$ cat src/rtl/opcon_defs.vh
// Constants for the operator console control block
// Behaviour
// RL1 - Clear button resets all error, contingency, I/O, sense, interrupt-mode indicators.
// RL2 - Clear also zeroes control counter, index, arithmetic registers, address counters.
// RL3 - Load button commands tape unit 0 to read one block forward, no control words.
// RL4 - Console load stores data from basic read channel address counter, normally zero.
// RL5 - Load lamp lights on first-class read fault during load, until clear.
// RL6 - Rewind button starts rewind of tape unit 0 without interlock.
// RL7 - Rewind lamp lights on second-class read fault during load, until clear.
// RL8 - Load and rewind are ignored unless processor is in programmed stop.
// RL9 - Run starts execution at control counter; lamp lit while executing.
// RL10 - Stop button sets contingency-stop indicator, raising contingency interrupt.
// RL11 - Stop lamp upper half on fault halt with mode set; lower on programmed stop.
// RL12 - Keyboard request sets indicator and interrupt only while typewriter is on-line.
// RL13 - Keyboard release sets indicator, raises interrupt, turns off keyboard-active lamp.
// RL14 - Keyboard-active lamp on by arm instruction, off on character entry or release.
// RL15 - On-line/off-line buttons switch only from opposite state; lamp halves show state.
// RL16 - I/O-inhibit lamp lit while inhibit indicator set after block instruction.
// RL17 - Monitor upper halves and buzzer follow abnormal conditions; override silences buzzer.
// RL18 - Monitor lower half lit while its channel's peripheral is off-line.
// RL19 - Character entry deactivates keyboard, sets typewriter indicator, raises interrupt.
// RL20 - Each button is synchronised and edge-detected into one single-cycle pulse.
`ifndef OPCON_DEFS_VH
`define OPCON_DEFS_VH
`define OPCON_NUM_BUTTONS   10
`define OPCON_BTN_CLEAR     0
`define OPCON_BTN_LOAD      1
`define OPCON_BTN_REWIND    2
`define OPCON_BTN_RUN       3
`define OPCON_BTN_STOP      4
`define OPCON_BTN_KB_REQ    5
`define OPCON_BTN_KB_REL    6
`define OPCON_BTN_ONLINE    7
`define OPCON_BTN_OFFLINE   8
`define OPCON_BTN_SPARE     9
`define OPCON_LOAD_UNIT     4'h0
`define OPCON_MONITOR_LAMPS 10
`endif

$ cat src/rtl/opcon_button_sync.v
// Button synchroniser and rising-edge pulse generator
`timescale 1ns/1ns
module opcon_button_sync #(
    parameter WIDTH = 10
) (
    // Clock and reset
    input  wire             clock_in,
    input  wire             rst_b_in,
    // Buttons
    input  wire [WIDTH-1:0] button_in,
    output reg  [WIDTH-1:0] press_out
);
    reg [WIDTH-1:0] meta_reg;
    reg [WIDTH-1:0] sync_reg;
    reg [WIDTH-1:0] prev_reg;

    // First stage feeds only the second stage
    always @(posedge clock_in or negedge rst_b_in) begin
        if (!rst_b_in) begin
            meta_reg  <= {WIDTH{1'b0}};
            sync_reg  <= {WIDTH{1'b0}};
            prev_reg  <= {WIDTH{1'b0}};
            press_out <= {WIDTH{1'b0}};
        end else begin
            meta_reg  <= button_in;
            sync_reg  <= meta_reg;
            prev_reg  <= sync_reg;
            press_out <= sync_reg & ~prev_reg; // RL20
        end
    end
endmodule

$ cat src/rtl/opcon_console.v
// Operator console control: buttons to processor actions, lamps from state
`timescale 1ns/1ns
`include "opcon_defs.vh"
module opcon_console #(
    parameter NLAMP = `OPCON_MONITOR_LAMPS
) (
    // Clock and reset
    input  wire             clock_in,
    input  wire             rst_b_in,
    // Operator buttons, high while pressed
    input  wire             btn_clear_in,
    input  wire             btn_load_in,
    input  wire             btn_rewind_in,
    input  wire             btn_run_in,
    input  wire             btn_stop_in,
    input  wire             btn_kb_request_in,
    input  wire             btn_kb_release_in,
    input  wire             btn_tw_online_in,
    input  wire             btn_tw_offline_in,
    input  wire             buzzer_override_in,
    // Processor state
    input  wire             cpu_executing_in,
    input  wire             cpu_programmed_stop_in,
    input  wire             processor_fault_halt_in,
    input  wire             fault_mode_in,
    input  wire             arm_keyboard_op_in,
    input  wire             block_io_interrupts_op_in,
    input  wire             io_inhibit_clear_in,
    input  wire             char_entered_in,
    // Tape channel status
    input  wire             tape_fault_a_in,
    input  wire             tape_fault_b_in,
    input  wire             tape_load_done_in,
    // Monitor conditions
    input  wire [NLAMP-1:0] abnormal_in,
    input  wire [NLAMP-1:0] periph_offline_in,
    // Processor commands, one-cycle pulses
    output reg              clear_indicators_out,
    output reg              clear_registers_out,
    output reg              start_run_out,
    output reg              set_cont_stop_out,
    output reg              set_kb_request_out,
    output reg              set_kb_release_out,
    output reg              set_tw_interrupt_out,
    output reg              contingency_irq_out,
    // Tape commands
    output reg              tape_read_fwd_out,
    output reg              tape_rewind_out,
    output reg  [3:0]       tape_unit_out,
    output reg              tape_no_ctl_words_out,
    output reg              tape_use_read_mac_out,
    // Typewriter state
    output reg              tw_online_out,
    output reg              keyboard_active_out,
    // Lamps
    output reg              lamp_load_out,
    output reg              lamp_rewind_out,
    output reg              lamp_run_out,
    output reg              lamp_stop_upper_out,
    output reg              lamp_stop_lower_out,
    output reg              lamp_tw_online_out,
    output reg              lamp_tw_offline_out,
    output reg              lamp_io_inhibit_out,
    output reg  [NLAMP-1:0] lamp_monitor_upper_out,
    output reg  [NLAMP-1:0] lamp_monitor_lower_out,
    output reg              buzzer_out
);
    wire [`OPCON_NUM_BUTTONS-1:0] press;
    wire                          p_clear;
    wire                          p_load;
    wire                          p_rewind;
    wire                          p_run;
    wire                          p_stop;
    wire                          p_kb_req;
    wire                          p_kb_rel;
    wire                          p_online;
    wire                          p_offline;
    wire                          stopped;
    wire                          load_ok;
    wire                          kb_req_ok;
    wire                          char_ev;
    reg                           loading_reg;
    reg                           char_prev_reg;
    reg                           loading_next;
    reg                           lamp_load_next;
    reg                           lamp_rewind_next;
    reg                           kb_active_next;
    reg                           tw_online_next;
    reg                           io_inhibit_next;
    wire                          rewind_ok;
    wire                          irq_event;

    // Load sequence states
    localparam LD_IDLE = 1'b0;
    localparam LD_BUSY = 1'b1;

    opcon_button_sync #(
        .WIDTH(`OPCON_NUM_BUTTONS)
    ) u_sync (
        .clock_in  (clock_in),
        .rst_b_in  (rst_b_in),
        .button_in ({1'b0, btn_tw_offline_in, btn_tw_online_in, btn_kb_release_in,
                     btn_kb_request_in, btn_stop_in, btn_run_in, btn_rewind_in,
                     btn_load_in, btn_clear_in}),
        .press_out (press)
    );

    assign p_clear   = press[`OPCON_BTN_CLEAR];
    assign p_load    = press[`OPCON_BTN_LOAD];
    assign p_rewind  = press[`OPCON_BTN_REWIND];
    assign p_run     = press[`OPCON_BTN_RUN];
    assign p_stop    = press[`OPCON_BTN_STOP];
    assign p_kb_req  = press[`OPCON_BTN_KB_REQ];
    assign p_kb_rel  = press[`OPCON_BTN_KB_REL];
    assign p_online  = press[`OPCON_BTN_ONLINE];
    assign p_offline = press[`OPCON_BTN_OFFLINE];

    // Stop lamp lower half is the programmed-stop state
    assign stopped   = cpu_programmed_stop_in; // RL8
    assign load_ok   = p_load & stopped & ~loading_reg; // RL8
    assign rewind_ok = p_rewind & stopped; // RL8
    assign kb_req_ok = p_kb_req & tw_online_out; // RL12
    // Character entry counts once per rising edge of the strobe
    assign char_ev   = char_entered_in & ~char_prev_reg;
    // Every cause that the processor sees as a contingency interrupt
    assign irq_event = p_stop     // RL10
                     | kb_req_ok  // RL12
                     | p_kb_rel   // RL13
                     | char_ev;   // RL19

    // Set-priority flag update: an event that lands in a clearing cycle is kept
    function sticky;
        input cur;
        input set_ev;
        input clr_ev;
        begin
            if (set_ev)
                sticky = 1'b1;
            else if (clr_ev)
                sticky = 1'b0;
            else
                sticky = cur;
        end
    endfunction

    // Typewriter mode: a press acts only from the opposite state, both at once cancel
    function tw_mode;
        input cur;
        input go_online;
        input go_offline;
        begin
            if (go_online && !go_offline)
                tw_mode = 1'b1;
            else if (go_offline && !go_online)
                tw_mode = 1'b0;
            else
                tw_mode = cur;
        end
    endfunction

    // Load sequence: busy from the read command until the block is done or cleared
    always @* begin
        loading_next = loading_reg;
        case (loading_reg)
            LD_IDLE: begin
                if (load_ok)
                    loading_next = LD_BUSY;
            end
            LD_BUSY: begin
                if (tape_load_done_in || p_clear)
                    loading_next = LD_IDLE;
            end
            default: begin
                loading_next = LD_IDLE;
            end
        endcase
    end

    // Fault lamps only set inside the load window, so other reads never light them
    always @* begin
        lamp_load_next   = sticky(lamp_load_out, loading_reg & tape_fault_a_in, p_clear);
        lamp_rewind_next = sticky(lamp_rewind_out, loading_reg & tape_fault_b_in, p_clear);
        kb_active_next   = sticky(keyboard_active_out, arm_keyboard_op_in,
                                  char_ev | p_kb_rel);
        tw_online_next   = tw_mode(tw_online_out, p_online, p_offline);
        io_inhibit_next  = sticky(lamp_io_inhibit_out, block_io_interrupts_op_in,
                                  io_inhibit_clear_in | p_clear);
    end

    // Character strobe history for edge detection
    always @(posedge clock_in or negedge rst_b_in) begin
        if (!rst_b_in) begin
            char_prev_reg <= 1'b0;
        end else begin
            char_prev_reg <= char_entered_in;
        end
    end

    // Processor commands from clear, run and stop presses
    always @(posedge clock_in or negedge rst_b_in) begin
        if (!rst_b_in) begin
            clear_indicators_out <= 1'b0;
            clear_registers_out  <= 1'b0;
            start_run_out        <= 1'b0;
            set_cont_stop_out    <= 1'b0;
        end else begin
            clear_indicators_out <= p_clear; // RL1
            clear_registers_out  <= p_clear; // RL2
            start_run_out        <= p_run; // RL9
            set_cont_stop_out    <= p_stop; // RL10
        end
    end

    // Indicator set pulses and the contingency interrupt that they raise
    always @(posedge clock_in or negedge rst_b_in) begin
        if (!rst_b_in) begin
            set_kb_request_out   <= 1'b0;
            set_kb_release_out   <= 1'b0;
            set_tw_interrupt_out <= 1'b0;
            contingency_irq_out  <= 1'b0;
        end else begin
            set_kb_request_out   <= kb_req_ok; // RL12
            set_kb_release_out   <= p_kb_rel; // RL13
            set_tw_interrupt_out <= char_ev; // RL19
            contingency_irq_out  <= irq_event; // RL10
        end
    end

    // Tape commands; the unit number is fixed, so no press can reach another unit
    always @(posedge clock_in or negedge rst_b_in) begin
        if (!rst_b_in) begin
            tape_read_fwd_out     <= 1'b0;
            tape_rewind_out       <= 1'b0;
            tape_unit_out         <= `OPCON_LOAD_UNIT;
            tape_no_ctl_words_out <= 1'b0;
            tape_use_read_mac_out <= 1'b0;
        end else begin
            // One-block read, no control words, base from the read channel counter
            tape_read_fwd_out     <= load_ok; // RL3
            tape_rewind_out       <= rewind_ok; // RL6
            tape_unit_out         <= `OPCON_LOAD_UNIT; // RL3
            tape_no_ctl_words_out <= load_ok; // RL3
            tape_use_read_mac_out <= load_ok; // RL4
        end
    end

    // Load sequence and its fault lamps; the fault set wins over a clear press
    always @(posedge clock_in or negedge rst_b_in) begin
        if (!rst_b_in) begin
            loading_reg     <= LD_IDLE;
            lamp_load_out   <= 1'b0;
            lamp_rewind_out <= 1'b0;
        end else begin
            loading_reg     <= loading_next;
            lamp_load_out   <= lamp_load_next; // RL5
            lamp_rewind_out <= lamp_rewind_next; // RL7
        end
    end

    // Keyboard-active lamp; arming wins over entry or release in one cycle
    always @(posedge clock_in or negedge rst_b_in) begin
        if (!rst_b_in) begin
            keyboard_active_out <= 1'b0;
        end else begin
            keyboard_active_out <= kb_active_next; // RL14
        end
    end

    // Typewriter mode and its lamp halves, plus the I/O inhibit lamp
    always @(posedge clock_in or negedge rst_b_in) begin
        if (!rst_b_in) begin
            tw_online_out       <= 1'b0;
            lamp_tw_online_out  <= 1'b0;
            lamp_tw_offline_out <= 1'b1;
            lamp_io_inhibit_out <= 1'b0;
        end else begin
            tw_online_out       <= tw_online_next; // RL15
            lamp_tw_online_out  <= tw_online_next; // RL15
            lamp_tw_offline_out <= ~tw_online_next; // RL15
            lamp_io_inhibit_out <= io_inhibit_next; // RL16
        end
    end

    // Processor state lamps, one cycle behind their inputs
    always @(posedge clock_in or negedge rst_b_in) begin
        if (!rst_b_in) begin
            lamp_run_out        <= 1'b0;
            lamp_stop_upper_out <= 1'b0;
            lamp_stop_lower_out <= 1'b0;
        end else begin
            lamp_run_out        <= cpu_executing_in; // RL9
            lamp_stop_upper_out <= processor_fault_halt_in & fault_mode_in; // RL11
            lamp_stop_lower_out <= cpu_programmed_stop_in; // RL11
        end
    end

    // Monitor panel and buzzer; the override only silences, the lamps stay lit
    always @(posedge clock_in or negedge rst_b_in) begin
        if (!rst_b_in) begin
            lamp_monitor_upper_out <= {NLAMP{1'b0}};
            lamp_monitor_lower_out <= {NLAMP{1'b0}};
            buzzer_out             <= 1'b0;
        end else begin
            lamp_monitor_upper_out <= abnormal_in; // RL17
            lamp_monitor_lower_out <= periph_offline_in; // RL18
            buzzer_out             <= (|abnormal_in) & ~buzzer_override_in; // RL17
        end
    end
endmodule

$ cat config.mk
export PLATFORM = sky130hd
export DESIGN_NAME = opcon_console
export DESIGN_NICKNAME = d
export VERILOG_FILES = /design/src/rtl/opcon_button_sync.v /design/src/rtl/opcon_console.v
export VERILOG_INCLUDE_DIRS = /design/src /design/src/rtl
export SDC_FILE = /design/constraint.sdc
export NUM_CORES = 1
export LEC_CHECK = 0
export ABC_AREA = 1
export BUFFER_PORTS_ARGS = -buffer_cell sky130_fd_sc_hd__buf_2
export CAP_MARGIN = 5
export CORE_MARGIN = 1
export CORE_UTILIZATION = 30
export CTS_CLUSTER_DIAMETER = 100
export DETAILED_ROUTE_END_ITERATION = 12
export HOLD_SLACK_MARGIN = 0.05
export SLEW_MARGIN = 20
export SYNTH_ARGS = -nofsm -noshare
export SYNTH_HDL_FRONTEND = slang
export SYNTH_SLANG_ARGS = --single-unit
$ cat constraint.sdc
create_clock -name clock_in -period 0.8 [get_ports clock_in]
set_input_delay 0.08 -clock clock_in [delete_from_list [all_inputs] [get_ports clock_in]]
set_output_delay 0.08 -clock clock_in [all_outputs]
set_load 0.01 [all_outputs]
# Yosys cells after proc, flatten, opt, wreduce, memory -nomap -nowiden
# Index checks and enable logic that the tools add are counted.
op_classes:
  div_mod_pow: 0
  n_eq_ne: 0
  order_cmp: 0
  multipliers: 0
  n_bitwise: 20
  n_mux: 12
  reduce_logical: 10
  n_shift: 0
  addsub: 0
op_table:
  columns: ["cell", "count"]
  rows:
  - ["$mux W1", 11]
  - ["$reduce_or A10 Y1", 1]
  - ["$and A1 B1 Y1", 9]
  - ["$and A9 B9 Y9", 1]
  - ["$not A9 Y9", 1]
  - ["$reduce_bool A2 Y1", 4]
  - ["$or A1 B1 Y1", 5]
  - ["$not A1 Y1", 4]
  - ["$logic_and A1 B1 Y1", 2]
  - ["$logic_not A1 Y1", 2]
  - ["$pmux W1 S2", 1]
  - ["$logic_or A1 B1 Y1", 1]
word_totals:
  ramBits: 0
  rom_bits: 0
  n_memories: 0
  wordCells: 69
  latch_bits: 0
  reg_bits: 77
  out_inout_bits: 47
  in_bits: 43

# Depth between registers and ports, before layout
logic_depth:
  depth_word: 5
  mapped_depth: 4
  depth_no_buf: 4

# Modules after synthesis
# Synthesis repeated with hierarchy kept, for this count alone.
hier_totals:
  hier_cells: 145
  area_unflattened_um2: 2364.8
modules_own_cells:
  columns: ["module", "n_inst", "seq_area_each_um2", "area_each_um2", "cells_per_inst"]
  rows:
  - ["opcon_console", 1, 1027.2, 1263.7, 85]
  - ["opcon_button_sync", 1, 1001.0, 1101.1, 60]

# Worst setup path after synthesis
# No wires, ideal clock.
synth_path:
  kind: "register to register"
  startpoint: "register lamp_tw_online_out (netlist name)"
  endpoint: "register contingency_irq_out"
  required_ns: 0.675
  path_slack_ns: -0.028
  path_buffers: 0
  synth_period_minus_slack_ns: 0.828
  t_arrival_ns: 0.704
  path_stages_with_launch: 5
  setup_time_ns: 0.125
  path_cell_list: "dfrtp_1 -> nand2_1 -> inv_2 -> nor3_2 -> o21ai_1"
synth_lines:
  columns: ["element", "line", "rtl"]
  rows:
  - ["to (signal assigned)", "opcon_console.v:225", "contingency_irq_out <= irq_event;"]
  - ["to (decl)", "opcon_console.v:45", "output reg contingency_irq_out,"]

# Worst setup path after layout
layout_path:
  startpoint: "register lamp_tw_offline_out"
  endpoint: "output lamp_tw_offline_out"
layout_lines:
  columns: ["element", "line", "rtl"]
  rows:
  - ["from (decl)", "opcon_console.v:62", "output reg lamp_tw_offline_out,"]
  - ["from (signal assigned)", "opcon_console.v:279", "lamp_tw_offline_out <= ~tw_online_next;"]
# No word-level cell between the ends.

==> qor.tcl <==
set qor(globalRoute.totalOverflow) 0
set qor(finalInstanceArea_mm2) 0.00345
set qor(status) {complete, but fails checks}
set qor(clkSlewWorstSetupHoldPaths_ns) 0.07
set qor(numClockSinks) 77
set qor(critPathMaxFanout) 1
set qor(drt_drc_violations_left) 0
set qor(final_antenna_net_count) 0
set qor(power_mw) 7.42
set qor(avgViaCountPerCell) 3.72
set qor(finalWeightedCongestion) 0.666
set qor(critPathLaunch) {lamp_tw_offline_out}
set qor(synth-edff-count) 0
set qor(synth_area_leaders) {sky130_fd_sc_hd__dfrtp_1 85%, sky130_fd_sc_hd__nor2_1 2.9%, sky130_fd_sc_hd__buf_4 2.7%, sky130_fd_sc_hd__inv_1 2.4%, sky130_fd_sc_hd__dfstp_2 1.2%}
set qor(worstSkewPairLatency_ns) 0.33
set qor(rsz_0062_raised_after_global_routing) {yes}
set qor(routedWlPerCell_um) 10.2
set qor(fin_crit_sh_pct) 128
set qor(synth.top_cell.area_share_pct) 85.1
set qor(ctsLongestPathBuffers) 2
set qor(fin_ws_ns) -0.226
set qor(die_x_extent_um) 88.3
set qor(r2r_setup_slack_ns) -0.08
set qor(power-per-cell-area_mw_per_mm2) 2150
set qor(placeableCoreArea_mm2) 0.00721
set qor(yosysTopAreaCell) {sky130_fd_sc_hd__dfrtp_1}
set qor(cp.required_ns) 0.72
set qor(clockRootBuffer) {sky130_fd_sc_hd__clkbuf_8}
set qor(synth-warning-count) 0
set qor(syn_to_final_growth_pct) 54.3
set qor(post-dp-hpwl_um) 2340
set qor(post-synth-top-count-cell) {sky130_fd_sc_hd__dfrtp_1}
set qor(rr_startpoint) {lamp_tw_online_out}
set qor(worstSetupPathType) {flop to primary output}
set qor(hold_path.class) {input pin to flop}
set qor(post_synthesis_cell_area_mm2) 0.00224
set qor(tritoncts) {built}
set qor(die_h_um) 88.3
set qor(synth.avg_cell_area_um2) 16.1
set qor(antenna-diode-count) 0
set qor(row_count) 31
set qor(worstSetupEndpointType) {primary output}
set qor(switching_share_pct) 22.4
set qor(cts-htree-levels) 3
set qor(failed_checks) {setup timing}
set qor(grt_use_total_pct) 11.1
set qor(cp_cell_sequence) {buf_6}
set qor(yosys.cell_types.count) 15
set qor(final_worst_clock_skew_ns) 0.00363
set qor(pwr-share-seq_pct) 56.7
set qor(wire_length_of_the_first_global_routing_pass_um) 6220
set qor(nets) 317
set qor(leakagePower_nw) 1.76
set qor(tritoncts.num_buffers) 9
set qor(peakVddDrop_mv) 0.811
set qor(drt_pre_antenna_iters) 4
set qor(floorplan.io_pins) 90
set qor(grt_pass1_vias) 1445
set qor(antenna_found_initial) 0
set qor(critical_path.n_buffers_inverters) 1
set qor(synth_seq_area_share_pct) 86.2
set qor(violation_count_after_the_first_detailed_route_iteration) 42
set qor(total_vias_in_the_final_route) 1408
set qor(crit_path_max_incr_delay_ns) 0.53
set qor(most_numerous_cell_types_in_the_synthesized_netlist) {76 x sky130_fd_sc_hd__dfrtp_1, 17 x sky130_fd_sc_hd__nor2_1, 14 x sky130_fd_sc_hd__inv_1, 8 x sky130_fd_sc_hd__buf_4, 7 x sky130_fd_sc_hd__nand2_1}
set qor(io_buffers) 85
set qor(final_util_pct) 47.8
set qor(netlist_instances) 139
set qor(share_comb_of_total_power_pct) 10.2
set qor(hold_viol_final) 0
set qor(report.final.setup_viol) 46
set qor(drv_slew) 0
set qor(period_minus_slack_ns) 1.03
set qor(worst_ep_arrival_time_ns) 0.95
set qor(synth.ff_latch_count) 77
set qor(worst_path_max_delay_cell) {sky130_fd_sc_hd__dfstp_2}
set qor(dpl_cell_area_mm2) 0.00280
set qor(share_clk_of_total_power_pct) 33.1
set qor(postRouteWirelength_um) 3860
set qor(cp_top_family) {flip-flops}
set qor(type_of_element_launching_the_critical_path) {flop}
set qor(switching_power_total_mw) 1.66
set qor(max_cap_check_violation_count) 0
set qor(die-area_mm2) 0.00780
set qor(max_freq_mhz) 974
set qor(cell_internal_pwr_mw) 5.76
set qor(floorplan.initialDensity_pct) 31.0
set qor(reg.largest.list) {lamp_monitor_lower_out (10), lamp_monitor_upper_out (10)}
set qor(layout_cells_sized_above_1_pct) 40.9
set qor(dp_worst_setup_slack_ns) -0.0364
set qor(async_reset_ff_share_pct) 100
set qor(pin_count_of_the_biggest_net_entering_global_routing) 29
set qor(hold_path_startpoint) {abnormal_in[1]}
set qor(synth-main-ff-cell) {sky130_fd_sc_hd__dfrtp_1}
## layer usage
metal,share of wire [%],vias to the layer above,global-route usage (%)
met2,50,59,17.5
met1,42,664,12.7
li1,-,676,-
met5,0,-,0
met4,2.3,0,7.92
met3,6.3,9,3.64
## stage by stage
stage / hold WS, ns / cells / TNS (ns)
after global routing: 0.110 / 378 / -7.29
after global placement: -0.0457 / 321 / -0.0106
after detailed placement: -0.0447 / 321 / -0.0364
final: 0.0932 / 378 / -5.10
after floorplan: -0.216 / 142 / -0.0129
after CTS: 0.0739 / 381 / -6.11
## final timing paths
kind,endpoint,depth (start not counted)
hold / removal,buzzer_out,5
setup reg to reg,lamp_tw_online_out,3
max in group asynchronous,lamp_tw_offline_out,3
hold reg to reg,u_sync.sync_reg[7],0
setup / recovery,lamp_tw_offline_out,1
min in group asynchronous,char_prev_reg,2
## power groups by stage
stage                     sequential, mW  combinational [mW]  clock, mW
final                               4.21               0.758       2.45
after detailed placement            4.27               0.544          0
after global routing                4.23               0.842       2.75
after CTS                           4.20               0.754       2.57
after floorplan                     4.33               0.135          0
after global placement              4.26               0.536          0
## layout make-up
class                      count  area, um^2
sequential                    77        1930
multi-input combinational     39         206
clock inverter                 2        10.0
fill                         663        3760
timing repair buffer         129         960
inverter                      18        67.6
clock buffer                  14         153
tap                           99         124
## kinds of logic after synthesis
group	synth area share (%)
DFF	86.2
and+or+nand+nor	4.92
buffers and inverters	5.71
AOI/OAI and AO/OA	2.97
other	0.168
## cells in the final DEF, fill, tap and decap left out, types with 4 or more instances in the layout
cell / netlist / layout
sky130_fd_sc_hd__inv_1: 14 / 14
sky130_fd_sc_hd__buf_2: 0 / 74
sky130_fd_sc_hd__nor2_1: 17 / 14
sky130_fd_sc_hd__nand2_1: 7 / 4
sky130_fd_sc_hd__clkbuf_1: 0 / 4
sky130_fd_sc_hd__dfrtp_1: 76 / 75
sky130_fd_sc_hd__inv_2: 4 / 4
sky130_fd_sc_hd__clkbuf_8: 0 / 10
sky130_fd_sc_hd__buf_6: 0 / 9
sky130_fd_sc_hd__conb_1: 1 / 4
sky130_fd_sc_hd__dlygate4sd3_1: 0 / 42
## repair_timing
item | 4_1_cts | 5_1_grt
resized for setup | 6 | 9
hold endpoints to repair | 119 | 0
endpoints found under the setup margin | 44 | 49
setup buffers | 2 | 0
pin swaps | 0 | 3
hold buffers | 42 | 0
No activity file was read; power rests on OpenSTA's default activity.
